### config.mk
export PLATFORM = sky130hd
export DESIGN_NAME = mcr_config_regs
export DESIGN_NICKNAME = d
export VERILOG_FILES = /design/src/rtl/mcr_pkg.sv /design/src/rtl/mcr_config_regs.sv
export SDC_FILE = /design/constraint.sdc
export NUM_CORES = 1
export LEC_CHECK = 0
export ABC_AREA = 1
export BUFFER_PORTS_ARGS = -buffer_cell sky130_fd_sc_hd__buf_2
export CAP_MARGIN = 20
export CORE_UTILIZATION = 55
export DETAILED_ROUTE_END_ITERATION = 6
export PLACE_DENSITY = 0.82
export SLEW_MARGIN = 20
export SYNTH_ARGS = -nofsm -noshare
export SYNTH_HDL_FRONTEND = slang
export SYNTH_SLANG_ARGS = --single-unit
### constraint.sdc
create_clock -name clk_sys -period 7.88 [get_ports clk_sys]
set_input_delay 1.576 -clock clk_sys [delete_from_list [all_inputs] [get_ports clk_sys]]
set_output_delay 1.576 -clock clk_sys [all_outputs]
set_load 0.005 [all_outputs]
### src/rtl/mcr_pkg.sv
package mcr_pkg;
  localparam logic [5:0] ADDR_MOD_SYNC = 6'h12;
  localparam logic [5:0] ADDR_FEC_PRE = 6'h13;
  localparam logic [5:0] ADDR_SPC_MANT = 6'h14;
  localparam logic [5:0] ADDR_DEVIATION = 6'h15;

  localparam logic [7:0] RST_MOD_SYNC = 8'h12;
  localparam logic [7:0] RST_FEC_PRE = 8'h22;
  localparam logic [7:0] RST_SPC_MANT = 8'hF8;
  localparam logic [7:0] RST_DEVIATION = 8'h47;

  localparam logic [7:0] MASK_MOD_SYNC = 8'h7F;
  localparam logic [7:0] MASK_FEC_PRE = 8'hF3;
  localparam logic [7:0] MASK_SPC_MANT = 8'hFF;
  localparam logic [7:0] MASK_DEVIATION = 8'h77;

  localparam int MOD_SEL_LSB = 4;
  localparam int MANCH_BIT = 3;
  localparam int SYNC_LSB = 0;
  localparam int FEC_BIT = 7;
  localparam int PRE_LSB = 4;
  localparam int SPC_EXP_LSB = 0;
  localparam int DEV_EXP_LSB = 4;
  localparam int DEV_MANT_LSB = 0;

  localparam logic [8:0] SPC_HIDDEN_ONE = 9'h100;
  localparam logic [3:0] DEV_HIDDEN_ONE = 4'h8;
  localparam logic [1:0] LEN_FIXED = 2'h0;

  typedef enum logic [2:0] {
    MCR_MOD_FSK2 = 3'b000,
    MCR_MOD_GFSK = 3'b001,
    MCR_MOD_OOK = 3'b011,
    MCR_MOD_MSK = 3'b111
  } mcr_mod_e;
endpackage
### src/rtl/mcr_config_regs.sv
`timescale 1ns/10ps
// Functional notes
// - Modulation selector 000 is two-level FSK, 001 GFSK (reset), 011 OOK, 111 MSK, others unassigned.
// - Manchester bit enables Manchester coding, which only takes effect in fixed packet length mode.
// - Sync mode 000 or 100 sends neither preamble nor sync word.
// - Sync mode 001, 010, 101 or 110 sends one 16-bit sync word after the preamble; reset is 010.
// - Sync mode 011 or 111 sends the sync word twice after the preamble.
// - Error-correction enable applies FEC with interleaving to the payload; clear at reset.
// - Preamble codes 0..7 give at least 2, 3, 4, 6, 8, 12, 16, 24 bytes; reset code gives 4.
// - Channel offset is (256 + spacing mantissa) shifted by spacing exponent times channel number, in xtal/2^18.
// - For FSK and GFSK the deviation is (8 + mantissa) shifted by exponent, in xtal/2^17.
// - Under MSK the deviation mantissa is the phase-change fraction of a symbol, not a deviation.
// - Fixed packet length mode is length code 00, with payload length from a separate register.
module mcr_config_regs (
  input wire logic clk_sys,
  input wire logic rst,
  input wire logic clk_en,
  input wire logic [5:0] cfg_addr,
  input wire logic cfg_wr,
  input wire logic cfg_rd,
  input wire logic [7:0] cfg_wdata,
  output logic [7:0] cfg_rdata,
  input wire logic [1:0] length_config,
  input wire logic [7:0] channel_number,
  output logic [2:0] modulation_select,
  output logic mod_valid,
  output logic manchester_active,
  output logic fixed_length_mode,
  output logic preamble_enable,
  output logic [4:0] preamble_bytes,
  output logic [1:0] sync_word_count,
  output logic error_correction_enable,
  output logic [19:0] channel_offset,
  output logic [10:0] deviation_step,
  output logic [2:0] msk_phase_fraction
);
  logic [7:0] mod_sync;
  logic [7:0] fec_pre;
  logic [7:0] spc_mant;
  logic [7:0] deviation;

  function automatic logic [4:0] pre_bytes(input logic [2:0] code);
    case (code)
      3'h0: pre_bytes = 5'h02;
      3'h1: pre_bytes = 5'h03;
      3'h2: pre_bytes = 5'h04;
      3'h3: pre_bytes = 5'h06;
      3'h4: pre_bytes = 5'h08;
      3'h5: pre_bytes = 5'h0C;
      3'h6: pre_bytes = 5'h10;
      default: pre_bytes = 5'h18;
    endcase
  endfunction

  wire [2:0] mod_fld = mod_sync[mcr_pkg::MOD_SEL_LSB +: 3];
  wire [2:0] sync_fld = mod_sync[mcr_pkg::SYNC_LSB +: 3];
  wire [1:0] spc_exp = fec_pre[mcr_pkg::SPC_EXP_LSB +: 2];
  wire [2:0] dev_exp = deviation[mcr_pkg::DEV_EXP_LSB +: 3];
  wire [2:0] dev_mant = deviation[mcr_pkg::DEV_MANT_LSB +: 3];
  wire wr_mod = cfg_wr && cfg_addr == mcr_pkg::ADDR_MOD_SYNC;
  wire wr_fec = cfg_wr && cfg_addr == mcr_pkg::ADDR_FEC_PRE;
  wire wr_spc = cfg_wr && cfg_addr == mcr_pkg::ADDR_SPC_MANT;
  wire wr_dev = cfg_wr && cfg_addr == mcr_pkg::ADDR_DEVIATION;

  // Unassigned codes leave the modulator without a valid format
  wire next_mod_valid = mod_fld == mcr_pkg::MCR_MOD_FSK2 || mod_fld == mcr_pkg::MCR_MOD_GFSK ||
    mod_fld == mcr_pkg::MCR_MOD_OOK || mod_fld == mcr_pkg::MCR_MOD_MSK;
  wire is_fsk = mod_fld == mcr_pkg::MCR_MOD_FSK2 || mod_fld == mcr_pkg::MCR_MOD_GFSK;
  wire is_msk = mod_fld == mcr_pkg::MCR_MOD_MSK;
  wire next_fixed = length_config == mcr_pkg::LEN_FIXED;
  // Gate rather than refuse the write so a later mode change still takes effect
  wire next_manch = mod_sync[mcr_pkg::MANCH_BIT] && next_fixed;
  wire next_pre_en = sync_fld[1:0] != 2'b00;
  wire [1:0] next_sync_cnt = (sync_fld[1:0] == 2'b00) ? 2'h0 :
    (sync_fld[1:0] == 2'b11) ? 2'h2 : 2'h1;
  wire [11:0] spc_scaled = {3'h0, mcr_pkg::SPC_HIDDEN_ONE + {1'b0, spc_mant}} << spc_exp;
  // Widen both factors first so the product is never formed at 12 bits
  wire [19:0] next_channel_number_off = 20'(spc_scaled) * 20'(channel_number);
  wire [10:0] dev_scaled = {7'h00, mcr_pkg::DEV_HIDDEN_ONE + {1'b0, dev_mant}} << dev_exp;
  wire [10:0] next_dev = is_fsk ? dev_scaled : 11'h000;
  wire [2:0] next_msk = is_msk ? dev_mant : 3'h0;
  wire [7:0] next_rdata = (cfg_addr == mcr_pkg::ADDR_MOD_SYNC) ? mod_sync :
    (cfg_addr == mcr_pkg::ADDR_FEC_PRE) ? fec_pre :
    (cfg_addr == mcr_pkg::ADDR_SPC_MANT) ? spc_mant :
    (cfg_addr == mcr_pkg::ADDR_DEVIATION) ? deviation : 8'h00;

  always_ff @(posedge clk_sys or posedge rst) begin
    if (rst) begin
      mod_sync <= mcr_pkg::RST_MOD_SYNC;
      fec_pre <= mcr_pkg::RST_FEC_PRE;
      spc_mant <= mcr_pkg::RST_SPC_MANT;
      deviation <= mcr_pkg::RST_DEVIATION;
      cfg_rdata <= 8'h00;
    end else if (clk_en) begin
      if (wr_mod) mod_sync <= cfg_wdata & mcr_pkg::MASK_MOD_SYNC;
      if (wr_fec) fec_pre <= cfg_wdata & mcr_pkg::MASK_FEC_PRE;
      if (wr_spc) spc_mant <= cfg_wdata & mcr_pkg::MASK_SPC_MANT;
      if (wr_dev) deviation <= cfg_wdata & mcr_pkg::MASK_DEVIATION;
      if (cfg_rd) cfg_rdata <= next_rdata;
    end
  end

  always_ff @(posedge clk_sys or posedge rst) begin
    if (rst) begin
      modulation_select <= 3'h0;
      mod_valid <= 1'b0;
      manchester_active <= 1'b0;
      fixed_length_mode <= 1'b0;
      preamble_enable <= 1'b0;
      preamble_bytes <= 5'h00;
      sync_word_count <= 2'h0;
      error_correction_enable <= 1'b0;
      channel_offset <= 20'h00000;
      deviation_step <= 11'h000;
      msk_phase_fraction <= 3'h0;
    end else if (clk_en) begin
      modulation_select <= mod_fld;
      mod_valid <= next_mod_valid;
      manchester_active <= next_manch;
      fixed_length_mode <= next_fixed;
      preamble_enable <= next_pre_en;
      preamble_bytes <= pre_bytes(fec_pre[mcr_pkg::PRE_LSB +: 3]);
      sync_word_count <= next_sync_cnt;
      error_correction_enable <= fec_pre[mcr_pkg::FEC_BIT];
      channel_offset <= next_channel_number_off;
      deviation_step <= next_dev;
      msk_phase_fraction <= next_msk;
    end
  end
endmodule

### Word level (Yosys, flattened, before mapping)

Cells that the tools add are included.

| word-level totals | value |
|---|---|
| memories kept | 0 |
| register bits | 84 |
| bits in latches | 0 |
| memory bits (read-only) | 0 |
| output and inout bits | 57 |
| word-level logic and storage cells | 62 |
| input port bits | 29 |
| RAM bits | 0 |

| cells by class | value |
|---|---|
| bitwise gates (word level) | 0 |
| div/mod/pow operators | 0 |
| eq/ne operators | 14 |
| magnitude comparators | 0 |
| multiplexer cells | 9 |
| shifts and indexed selects | 2 |
| $add $sub $neg | 2 |
| reductions and logical operators | 18 |
| multipliers | 1 |

Operators by type and width:

| operator | count |
|---|---|
| 5-bit one-hot mux with 7 select lines | 1 |
| 6-bit by 5-bit == test with 1-bit output (second input constant) | 4 |
| 8-bit 2-to-1 mux | 3 |
| 12-bit by 8-bit multiplier with 20-bit output | 1 |
| 3-bit == test (second input constant) | 4 |
| 9-bit by 2-bit left shift with 12-bit output | 1 |
| 11-bit 2-to-1 mux | 1 |
| 4-bit by 3-bit left shift with 11-bit output | 1 |
| 2-bit AND reduction | 5 |
| 9-bit by 8-bit adder with 9-bit output (first input constant) | 1 |
| 3-bit by 2-bit == test with 1-bit output (second input constant) | 3 |
| 7-bit 2-to-1 mux | 1 |
| 3-bit by 1-bit == test with 1-bit output (second input constant) | 2 |
| 3-bit zero test | 2 |
| 1-bit logical AND | 5 |
| 4-bit by 3-bit adder with 4-bit output (first input constant) | 1 |
| 2-bit zero test | 2 |
| 2-bit 2-to-1 mux | 2 |
| 1-bit logical OR | 3 |
| 3-bit 2-to-1 mux | 1 |
| 2-bit == test (second input constant) | 1 |
| 2-bit nonzero test | 1 |

### Longest topological paths before layout

Gate-level depths: netlist of the first run.

| depth | value |
|---|---|
| depth after elaboration | 5 |
| mapped depth | 25 |
| mapped depth without buffers | 25 |

### Worst setup path before layout of the first run

Ideal clock, no wire load.

| timing | value |
|---|---|
| path kind | in2reg |
| start | input port channel_number[2] |
| end | register channel_offset[9] |
| setup time | 117 ps |
| data required time | 7763 ps |
| path slack | 2744 ps |
| buffers on the path | 1 |
| stages on the path | 17 |
| data arrival time | 5019 ps |
| path through | inv_1 > clkbuf_1 > nor2_1 > fa_1 > fa_1 > fa_1 > inv_1 > fa_1 > inv_1 > ha_1 > nand2_1 > inv_1 > nand2_1 > nand3_1 > or2_2 > nand3_1 > nand2_1 |

| between the ends | value |
|---|---|
| longest elaborated chain between the ends | 1 |

Ends and longest elaborated chain:

| what | RTL line | RTL |
|---|---|---|
| from (decl) | mcr_config_regs.sv:24 | `input wire logic [7:0] channel_number,` |
| 12-bit by 8-bit multiplier with 20-bit output | mcr_config_regs.sv:78 | `wire [19:0] next_channel_number_off = 20'(spc_scaled) * 20'(channel_number);` |
| to (signal assigned) | mcr_config_regs.sv:125 | `channel_offset <= next_channel_number_off;` |
| to (decl) | mcr_config_regs.sv:33 | `output logic [19:0] channel_offset,` |

No other way between the ends.
A chain may end at the register's enable or synchronous reset.

### Worst setup path after layout of the first run

Ends and elaborated chain as after synthesis.

==> run summary, run 1 <==
overall die area: 0.0134 sq mm
RePlAce Congestion: 0.905
I/O pin count: 86
number of nets with antenna violations after detailed routing: 0
fin. max-slew vios: 0
Synth Area in Simple Gates: 0.248
Die Y: 116 um
Vias/cell: 5.31
clock tree from TritonCTS: done
maximum buffer depth of the clock tree: 2
Worst-path clk slew: 70 ps
final critical delay including setup and external delays: 5230 ps
post-layout power: 1.82 mW
Worst-Skew Late Latency: 350 ps
overall via count from detail_route: 6202
area leader, netlist: dfrtp_1
Gates resized, CTS repair: 0
Gate Count Post-Synth: 913
cell with the largest stage delay on the worst path: fa_1
Initial Util: 0.563
number of enable flip-flop cells after synthesis: 0
mux share of post-synthesis cell area: 0.00141
max-cap violation count: 0
setup repair after global routing missed its margin: no
DR WL/cell: 14.4 um
IO Port Bufs: 85
syn_nets: 1044
first-pass iteration count of the detailed router: 4
count of clock tree sinks: 84
dpl hpwl: 13000 um
relative max-transition margin: 0.340
FP Rows: 41
Max stage delay on crit path: 540 ps
antenna violations before repair: 0
main combinational cell family by area after synthesis: simple AND/OR/NAND/NOR gates
Hold/Removal Path Class: reg2reg
Area growth, synth to finish: 11.5%
primary flip-flop cell chosen by synthesis mapping: dfrtp_1
Post-CTS Hold Buffers: 0
endpoint arrival time on the critical path: 5470 ps
H-tree depth: 3
global-route wire length before repair: 28100 um
area share of the largest cell type after synthesis: 0.250
type of the worst setup path: in2reg
run status: finished clean
number of global-route vias before repair: 6152
leading cell types by total area after synthesis: dfrtp_1, fa_1, nand2_1, inv_1, ha_1
Worst EP required: 8120 ps
sequential element share of the synthesized area: 0.298
count of inserted antenna diode cells: 0
adder-cell share of the synthesized area: 0.243
number of distinct library cells after synthesis: 42
GRT Util Overall: 0.272
Tcrit/Tclk final: 0.663
worst slew pin tran: 989 ps
Max rail drop VDD: 0.124 mV
Hold Violations, Final: 0
post-CTS repair timing setup buffer count: 0
Cell Pwr Density: 230 mW/mm^2
setup skew after layout: 8.84 ps
die width: 116 um
number of buffers inserted during clock tree synthesis: 9
Worst path most repeated cell: inv_1
Synth warnings: 0
total core area: 0.0126 sq mm
post-synth design cell area: 0.00710 sq mm
Async SR Flop Fraction: 1.00
most common cell in the netlist: nand2_1
launching element type of the critical path: input pin
CP Capture Type: flip-flop
syn_area_per_cell: 7.78 sq um
drt first-iter violations: 328
count of final setup violators: 0
root cell of the clock tree: clkbuf_16
share of the synthesized area in compound gates (AO/OA/AOI/OAI): 0.0932
Leak Pwr: 4.43 nW
Achievable Freq: 191 MHz
critical-path cell list: buf_2 > inv_1 > or2_2 > fa_1 > fa_1 > inv_1 > fa_1 > inv_1 > fa_1 > inv_1 > ha_1 > nand2_1 > inv_1 > nand2_1 > nand3_1 > or2_2 > nand3_1 > nand2_1
DR DRC count: 0
commonest cells in the synthesized netlist: nand2_1, inv_1, nor2_1
setup TNS: 0 ps
count of buffer and inverter cells on the critical path: 6
CP max FO: 11
Overflow after GRT: 0
final-stage net count: 1122
number of storage elements in the synthesis netlist: 84
maximum number of pins on one net before global-route repair: 78
critical path's top delay family: adder cells
share of final-layout standard cells stronger than drive strength 1: 0.174
Detailed Route WL: 16800 um
post-synthesis share of cell area spent on xor and xnor gates: 0.00616
==> layout make-up <==
class	count	area (sq um)
Fill cell	1133	4700
Clock inverter	6	57.6
Tap cell	172	215
Sequential cell	84	2120
Inverter	176	662
Multi-Input combinational cell	634	4210
Timing Repair Buffer	86	433
Clock buffer	10	229
==> per-layer routing <==
layer	vias to the layer above	global-route usage	wire, um
met5	-	0	0
met4	0	0.103	507
met3	46	0.0413	923
met2	200	0.499	8940
met1	3012	0.322	6430
li1	2944	-	-
==> where the power goes <==
part           switching (mW)  leakage [nW]  internal (mW)
sequential             0.0466          1.07          0.504
combinational           0.533          3.23          0.326
clock                   0.193         0.141          0.221
==> logic make-up (layout without fill, tap and decap cells) <==
logic type               Yosys count  count (layout)
XOR/XNOR                           5               5
flip-flops                        84              84
multiplexers                       1               1
AO/OA/AOI/OAI                    102             102
adder cells (fa/ha/maj)          102             102
AND/OR/NAND/NOR                  424             424
buffers and inverters            195             278
==> through the flow <==
step	hold slack [ps]	instances	setup WS (ps)	utilization	instance area, sq um
6_report	471	1168	2650	0.628	7920
3_5_place_dp	458	1152	2300	0.605	7630
5_1_grt	502	1168	2410	0.628	7920
2_1_floorplan	455	913	2740	-	7100
4_1_cts	474	1168	2660	0.628	7920
3_3_place_gp	448	1152	2360	0.605	7630
==> tightest hold or removal path, cell delays in order, from the launching register on <==
cell	delay (ps)
dfrtp_1	340
nand2_1	50
nand2_1	50
==> layout by cell type (no fill, tap or decap), types with 2 or more instances in the layout <==
cell type    n
dfstp_2     13
ha_1        42
nor2_1     100
o21ai_0     28
nand3_2      2
nor2_4       2
dfrtp_1     71
o211ai_1     2
nor3_1       6
inv_8        2
inv_2        6
clkinv_1     5
o22ai_1      4
fa_1        60
or2_2        3
or2_1        2
o21ai_2     29
nand3b_1     2
clkinv_4     3
nor3_4       2
o21ai_1     16
nand3_1     35
nand2_1    256
nor2_2       2
clkbuf_16    9
nand2_4      2
buf_2       85
o221ai_1     2
inv_1      164
nand2_2      8
xnor2_1      4
a21oi_1     15
==> worst paths after layout <==
check / start / to / slack [ps] / depth (start not counted)
max in group asynchronous: rst / preamble_bytes[1]$_DFFE_PP0P_ / 5600 / 3
worst max register to register: fec_pre[0]$_DFFE_PP0P_ / channel_offset[16]$_DFFE_PP0P_ / 2850 / 22
worst max-delay path: channel_number[2] / channel_offset[9]$_DFFE_PP0P_ / 2650 / 18
worst min-delay path: channel_offset[3]$_DFFE_PP0P_ / channel_offset[3]$_DFFE_PP0P_ / 470 / 2
min in group asynchronous: rst / channel_offset[6]$_DFFE_PP0P_ / 1090 / 2
worst min register to register: channel_offset[3]$_DFFE_PP0P_ / channel_offset[3]$_DFFE_PP0P_ / 470 / 2
==> registers in the layout, summed over array words and instances, names as in the netlist <==
name,cells
deviation_step,11
msk_phase_fraction,3
manchester_active,1
spc_mant,8
cfg_rdata,8
mod_sync,7
channel_offset,20
modulation_select,3
preamble_bytes,5
sync_word_count,2
preamble_enable,1
deviation,6
fixed_length_mode,1
error_correction_enable,1
fec_pre,6
mod_valid,1
Note: power is estimated with default switching activity, not from simulation.
==> run 2: changes to the inputs <==
Clock period 7.88 ns to 4.95 ns, I/O delays scaled along.
==> run summary, run 2 (same netlist as run 1, synthesis figures left out) <==
run status: finished clean
setup skew after layout: 9.84 ps (+1.00 ps)
Overflow after GRT: 0 (unchanged)
Worst EP required: 5180 ps (-2940 ps)
Cell Pwr Density: 366 mW/mm^2 (+59%)
number of nets with antenna violations after detailed routing: 0 (unchanged)
Finished Layout Cells: 1175 (+0.60%)
largest registers: channel_offset x20, deviation_step x11
Max stage delay on crit path: 540 ps (about the same)
drt first-iter violations: 455 (+39%)
Fillers: 1118 (-1.3%)
Post-Place Cells: 1156 (+0.35%)
overall via count from detail_route: 6110 (-1.5%)
Switching Share: 0.422 (-0.00173)
CP max FO: 12 (+1)
first-pass iteration count of the detailed router: 5 (+1)
count of inserted antenna diode cells: 0 (unchanged)
endpoint arrival time on the critical path: 4880 ps (-590 ps)
launching element type of the critical path: flip-flop
count of clock tree sinks: 84 (unchanged)
DR DRC count: 0 (unchanged)
Max rail drop VDD: 0.193 mV (+55%)
Vias/cell: 5.20 (-2.1%)
number of global-route vias before repair: 5990 (-2.6%)
Worst-path clk slew: 70 ps (about the same)
number of buffers inserted during clock tree synthesis: 9 (unchanged)
CP Capture Type: flip-flop
share of final-layout standard cells stronger than drive strength 1: 0.188 (+0.0147)
Worst path most repeated cell: nand2_1
type of the worst setup path: reg2reg
relative max-transition margin: 0.331 (-0.00908)
max-cap violation count: 0 (unchanged)
Worst-Skew Late Latency: 350 ps (about the same)
Tcrit/Tclk final: 0.939
antenna violations before repair: 0 (unchanged)
total core area: 0.0126 sq mm (unchanged)
dpl hpwl: 13200 um (+1.5%)
count of buffer and inverter cells on the critical path: 4 (-2)
H-tree depth: 3 (unchanged)
Achievable Freq: 215 MHz
FP Rows: 41 (unchanged)
max FFs per register: 20 (unchanged)
most frequent cells in the layout: nand2_1, inv_1, nor2_1, buf_2, dfrtp_1
setup TNS: 0 ps (unchanged)
critical path's top delay family: adder cells
GRT Util Overall: 0.270 (-0.00252)
overall die area: 0.0134 sq mm (unchanged)
maximum number of pins on one net before global-route repair: 61 (-22%)
combinational group share of total power: 0.480 (+0.009)
Leak Pwr: 4.47 nW (+0.77%)
Area growth, synth to finish: 12.6%
Top reg by flops: channel_offset
critical-path cell list: buf_4 > nand2_1 > o21ai_0 > or2_1 > nand2_1 > nand2_1 > fa_1 > fa_1 > inv_1 > fa_1 > inv_1 > fa_1 > inv_1 > ha_1 > nand2_1 > nand2_1 > a21oi_1 > nand2_2 > nand2_1 > nand3_1 > nand3_1 > nand2_1
Initial Util: 0.563 (unchanged)
Hold/Removal Path Class: reg2reg
sequential power share: 0.297 (-0.005)
IO Port Bufs: 85 (unchanged)
most frequent standard cell in the layout excluding fill and tap cells: nand2_1
Clk pwr share: 0.223 (-0.004)
final-stage net count: 1129 (+0.62%)
Die Y: 116 um (unchanged)
setup repair after global routing missed its margin: no
Detailed Route WL: 16800 um (+0.15%)
switching power total: 1.24 mW (+60%)
I/O pin count: 86 (unchanged)
root cell of the clock tree: clkbuf_16
DR WL/cell: 14.3 um (-0.45%)
Hold Violations, Final: 0 (unchanged)
RePlAce Congestion: 0.906 (+0.13%)
global-route wire length before repair: 27900 um (-0.91%)
worst slew pin tran: 1000 ps (+13.6 ps)
maximum buffer depth of the clock tree: 2 (unchanged)
die width: 116 um (unchanged)
count of final setup violators: 0 (unchanged)
final critical delay including setup and external delays: 4650 ps
internal power: 1.69 mW (+61%)
cell with the largest stage delay on the worst path: fa_1
clock tree from TritonCTS: done
fin. max-slew vios: 0 (unchanged)
[run 2: cell count changes in the layout (fill, tap and decap cells not counted), moves of 2 or more]
cell	before	now
inv_6	1	3
o21ai_1	16	18
clkinv_4	3	1
nand2_2	8	10
inv_2	6	9
nand2_1	256	254
inv_1	164	161
o21ai_0	28	25
buf_4	1	8
[run 2: final cells by class]
| cell class | instances | area [sq um] | area share |
|---|---|---|---|
| multi-input cells | 634 | 4230 | 0.529 |
| flip-flops and latches | 84 | 2120 | 0.265 |
| inverters | 176 | 662 | 0.0828 |
| repair buffers | 93 | 485 | 0.0607 |
| clock buffers | 10 | 229 | 0.0286 |
| well taps | 172 | 215 | 0.0269 |
| clock inverters | 6 | 53.8 | 0.00673 |
[run 2: metrics by stage]
| stage | cell area [sq um] | util | worst slack, ps | hold WS, ps | power, mW |
|---|---|---|---|---|---|
| finish | 8000 | 0.634 | 304 | 465 | 2.93 |
| global route | 8000 | 0.634 | 6.36 | 489 | 3.19 |
| CTS | 7950 | 0.630 | 132 | 470 | 2.92 |
| detailed placement | 7660 | 0.607 | 30.0 | 454 | 2.26 |
| global placement | 7660 | 0.607 | 107 | 448 | 2.21 |
| floorplan | 7100 | - | 400 | 455 | 1.86 |
[run 2: tightest hold or removal path: cells and delay by family, from the launching register on]
| kind | cells | cell delay, ps |
|---|---|---|
| flops | 1 | 340 |
| simple gates | 2 | 90 |
[run 2: repair_timing]
item                       CTS  global route
setup buffers                0             3
setup endpoints to repair    1            12
hold buffers                 0             0
gates resized for setup      1            12
[run 2: power groups by stage]
stage,Clock (mW),Sequential [mW],Combinational [mW]
finish,0.653,0.871,1.41
floorplan,0,0.876,0.979
global route,0.692,0.885,1.61
global placement,0,0.882,1.33
detailed placement,0,0.883,1.37
CTS,0.660,0.872,1.39
[run 2: per-layer routing]
metal,track usage,share of wire,up-vias,wire (um)
li1,-,-,2946,-
met1,0.322,0.40,2919,6650
met2,0.486,0.52,201,8820
met3,0.0455,0.050,44,849
met4,0.107,0.030,0,502
met5,0,0,-,0
[run 2: path summary, 6_finish.rpt]
check	startpoint	to	slack, ps	cells past startpoint
max	fec_pre[0]$_DFFE_PP0P_	channel_offset[18]$_DFFE_PP0P_	300	22
min	channel_offset[2]$_DFFE_PP0P_	channel_offset[2]$_DFFE_PP0P_	470	2
max reg2reg	fec_pre[0]$_DFFE_PP0P_	channel_offset[18]$_DFFE_PP0P_	300	22
min reg2reg	channel_offset[2]$_DFFE_PP0P_	channel_offset[2]$_DFFE_PP0P_	470	2
max in group asynchronous	rst	fec_pre[1]$_DFFE_PP1P_	3190	3
min in group asynchronous	rst	channel_offset[10]$_DFFE_PP0P_	770	2
==> run 3: changes to the inputs <==
Clock period 4.95 ns to 5.55 ns, I/O delays scaled along.
==> run summary, run 3 (same netlist as run 1, synthesis figures left out) <==
run status: finished clean
worst hold margin: 466 ps (+0.483 ps)
Worst-Skew Late Latency: 340 ps (about the same)
dpl hpwl: 13100 um (-0.40%)
root cell of the clock tree: clkbuf_16
destination of the worst register-to-register timing path: channel_offset[9]$_DFFE_PP0P_
setup repair after global routing missed its margin: no
overall via count from detail_route: 6106 (-0.065%)
overall die area: 0.0134 sq mm (unchanged)
cell with the largest stage delay on the worst path: dfrtp_1
r2r setup slk: 630 ps (+330 ps)
most frequent cells in the layout: nand2_1, inv_1, nor2_1, buf_2, dfrtp_1
DR DRC count: 0 (unchanged)
endpoint arrival time on the critical path: 5150 ps (+270 ps)
final-stage net count: 1123 (-0.53%)
internal power: 1.58 mW (-6.7%)
count of inserted antenna diode cells: 0 (unchanged)
first-pass iteration count of the detailed router: 5 (unchanged)
Max stage delay on crit path: 630 ps (+90 ps)
H-tree depth: 3 (unchanged)
Max rail drop VDD: 0.237 mV (+23%)
antenna violations before repair: 0 (unchanged)
count of clock tree sinks: 84 (unchanged)
number of global-route vias before repair: 5970 (-0.33%)
DR WL/cell: 14.3 um (about the same)
Clk pwr share: 0.249 (+0.026)
total core area: 0.0126 sq mm (unchanged)
Achievable Freq: 203 MHz (-5.5%)
share of final-layout standard cells stronger than drive strength 1: 0.175 (-0.0139)
largest registers: channel_offset x20, deviation_step x11
Vias/cell: 5.22 (+0.45%)
number of nets with antenna violations after detailed routing: 0 (unchanged)
maximum number of pins on one net before global-route repair: 78 (+28%)
setup skew after layout: 6.60 ps (-3.24 ps)
Worst-path clk slew: 70 ps (about the same)
sequential power share: 0.292 (-0.005)
global-route wire length before repair: 27700 um (-0.50%)
critical-path cell list: o21ai_0 > or2_2 > o21ai_2 > inv_1 > nand2_1 > fa_1 > fa_1 > inv_1 > fa_1 > inv_1 > fa_1 > inv_1 > ha_1 > nand2_1 > inv_1 > nand2_1 > nand3_1 > or2_2 > nand3_1 > nand2_1
Area growth, synth to finish: 12.2%
relative max-transition margin: 0.340 (+0.00883)
Crit Reg-Reg Startpoint: fec_pre[0]$_DFFE_PP0P_
FP Rows: 41 (unchanged)
Gates resized, CTS repair: 0 (-1)
cell count of the worst reg-to-reg path: 20 (-9.1%)
switching power total: 1.09 mW (-12%)
I/O pin count: 86 (unchanged)
max FFs per register: 20 (unchanged)
Leak Pwr: 4.45 nW (-0.34%)
Worst EP required: 5780 ps (+600 ps)
GRT Util Overall: 0.269 (-0.000386)
Tcrit/Tclk final: 0.886 (-0.0528)
RePlAce Congestion: 0.912 (+0.71%)
maximum buffer depth of the clock tree: 2 (unchanged)
Die Y: 116 um (unchanged)
post-CTS repair timing setup buffer count: 0 (unchanged)
Switching Share: 0.409 (-0.0127)
CP Capture Type: flip-flop
Cell Pwr Density: 336 mW/mm^2 (-8.4%)
post-layout power: 2.67 mW (-8.8%)
Detailed Route WL: 16700 um (-0.49%)
worst slew pin tran: 990 ps (-11.8 ps)
final critical delay including setup and external delays: 4920 ps (+270 ps)
clock tree from TritonCTS: done
CP max FO: 16 (+4)
number of buffers inserted during clock tree synthesis: 9 (unchanged)
die width: 116 um (unchanged)
Post-CTS Hold Buffers: 0 (unchanged)
Overflow after GRT: 0 (unchanged)
beginning of the critical path: fec_pre[0]$_DFFE_PP0P_
drt first-iter violations: 415 (-8.8%)
fin. max-slew vios: 0 (unchanged)
launching element type of the critical path: flip-flop
combinational group share of total power: 0.459 (-0.021)
most frequent standard cell in the layout excluding fill and tap cells: nand2_1
Top reg by flops: channel_offset
IO Port Bufs: 85 (unchanged)
type of the worst setup path: reg2reg
Hold Violations, Final: 0 (unchanged)
setup TNS: 0 ps (unchanged)
max-cap violation count: 0 (unchanged)
worst setup path endpoint: channel_offset[9]$_DFFE_PP0P_
Worst path most repeated cell: inv_1
Fillers: 1130 (+1.1%)
Hold/Removal Path Class: reg2reg
count of final setup violators: 0 (unchanged)
Initial Util: 0.563 (unchanged)
==> run 3: cell count changes in the layout (fill, tap and decap cells not counted), sizes merged <==
cell,previous run,this run
buf,93,87
bufinv,0,2
inv,174,172
==> run 3: per-stage QoR <==
stage / setup WS, ps / instances / util / instance area [sq um]
2_1_floorplan: 880 / 913 / - / 7100
3_3_place_gp: 582 / 1153 / 0.606 / 7640
3_5_place_dp: 548 / 1153 / 0.606 / 7640
4_1_cts: 654 / 1169 / 0.631 / 7970
5_1_grt: 209 / 1169 / 0.631 / 7970
6_report: 634 / 1169 / 0.631 / 7970
==> run 3: worst max-delay path: cells and delay by family, from the launching register on <==
kind / cells / cell delay (ps)
simple gates: 8 / 1180
compound gates: 2 / 430
buf+inv: 5 / 310
fa+ha+maj: 5 / 2260
flops: 1 / 630
==> run 3: worst min-delay path by stage <==
stage | startpoint | to | slack (ps) | depth (start not counted)
floorplan | mod_sync[3]$_DFFE_PP0P_ | mod_sync[3]$_DFFE_PP0P_ | 450 | 2
detailed placement | channel_offset[3]$_DFFE_PP0P_ | channel_offset[3]$_DFFE_PP0P_ | 450 | 2
global placement | channel_offset[3]$_DFFE_PP0P_ | channel_offset[3]$_DFFE_PP0P_ | 450 | 2
global route | channel_offset[2]$_DFFE_PP0P_ | channel_offset[2]$_DFFE_PP0P_ | 500 | 2
finish | channel_offset[2]$_DFFE_PP0P_ | channel_offset[2]$_DFFE_PP0P_ | 470 | 2
CTS | channel_offset[3]$_DFFE_PP0P_ | channel_offset[3]$_DFFE_PP0P_ | 470 | 2
==> run 3: layout make-up <==
| cell class | count | area [sq um] | area share |
|---|---|---|---|
| clock inverter | 6 | 96.3 | 0.0121 |
| tap | 172 | 215 | 0.0270 |
| clock buffer | 10 | 229 | 0.0287 |
| multi-input combinational | 634 | 4210 | 0.528 |
| inverter | 176 | 662 | 0.0831 |
| timing repair buffer | 87 | 440 | 0.0553 |
| sequential | 84 | 2120 | 0.266 |
==> run 3: power by group through the flow <==
stage	clock network, mW	registers (mW)	logic, mW
floorplan	0	0.782	0.873
global placement	0	0.789	1.18
detailed placement	0	0.790	1.23
CTS	0.668	0.780	1.24
global route	0.696	0.793	1.41
finish	0.665	0.780	1.23
==> run 3: layer usage <==
layer | wire (um) | vias to the layer above | track usage
met2 | 8660 | 242 | 0.489
met5 | 0 | - | 0
met3 | 1100 | 40 | 0.0481
met1 | 6460 | 2884 | 0.315
met4 | 534 | 0 | 0.109
li1 | - | 2940 | -
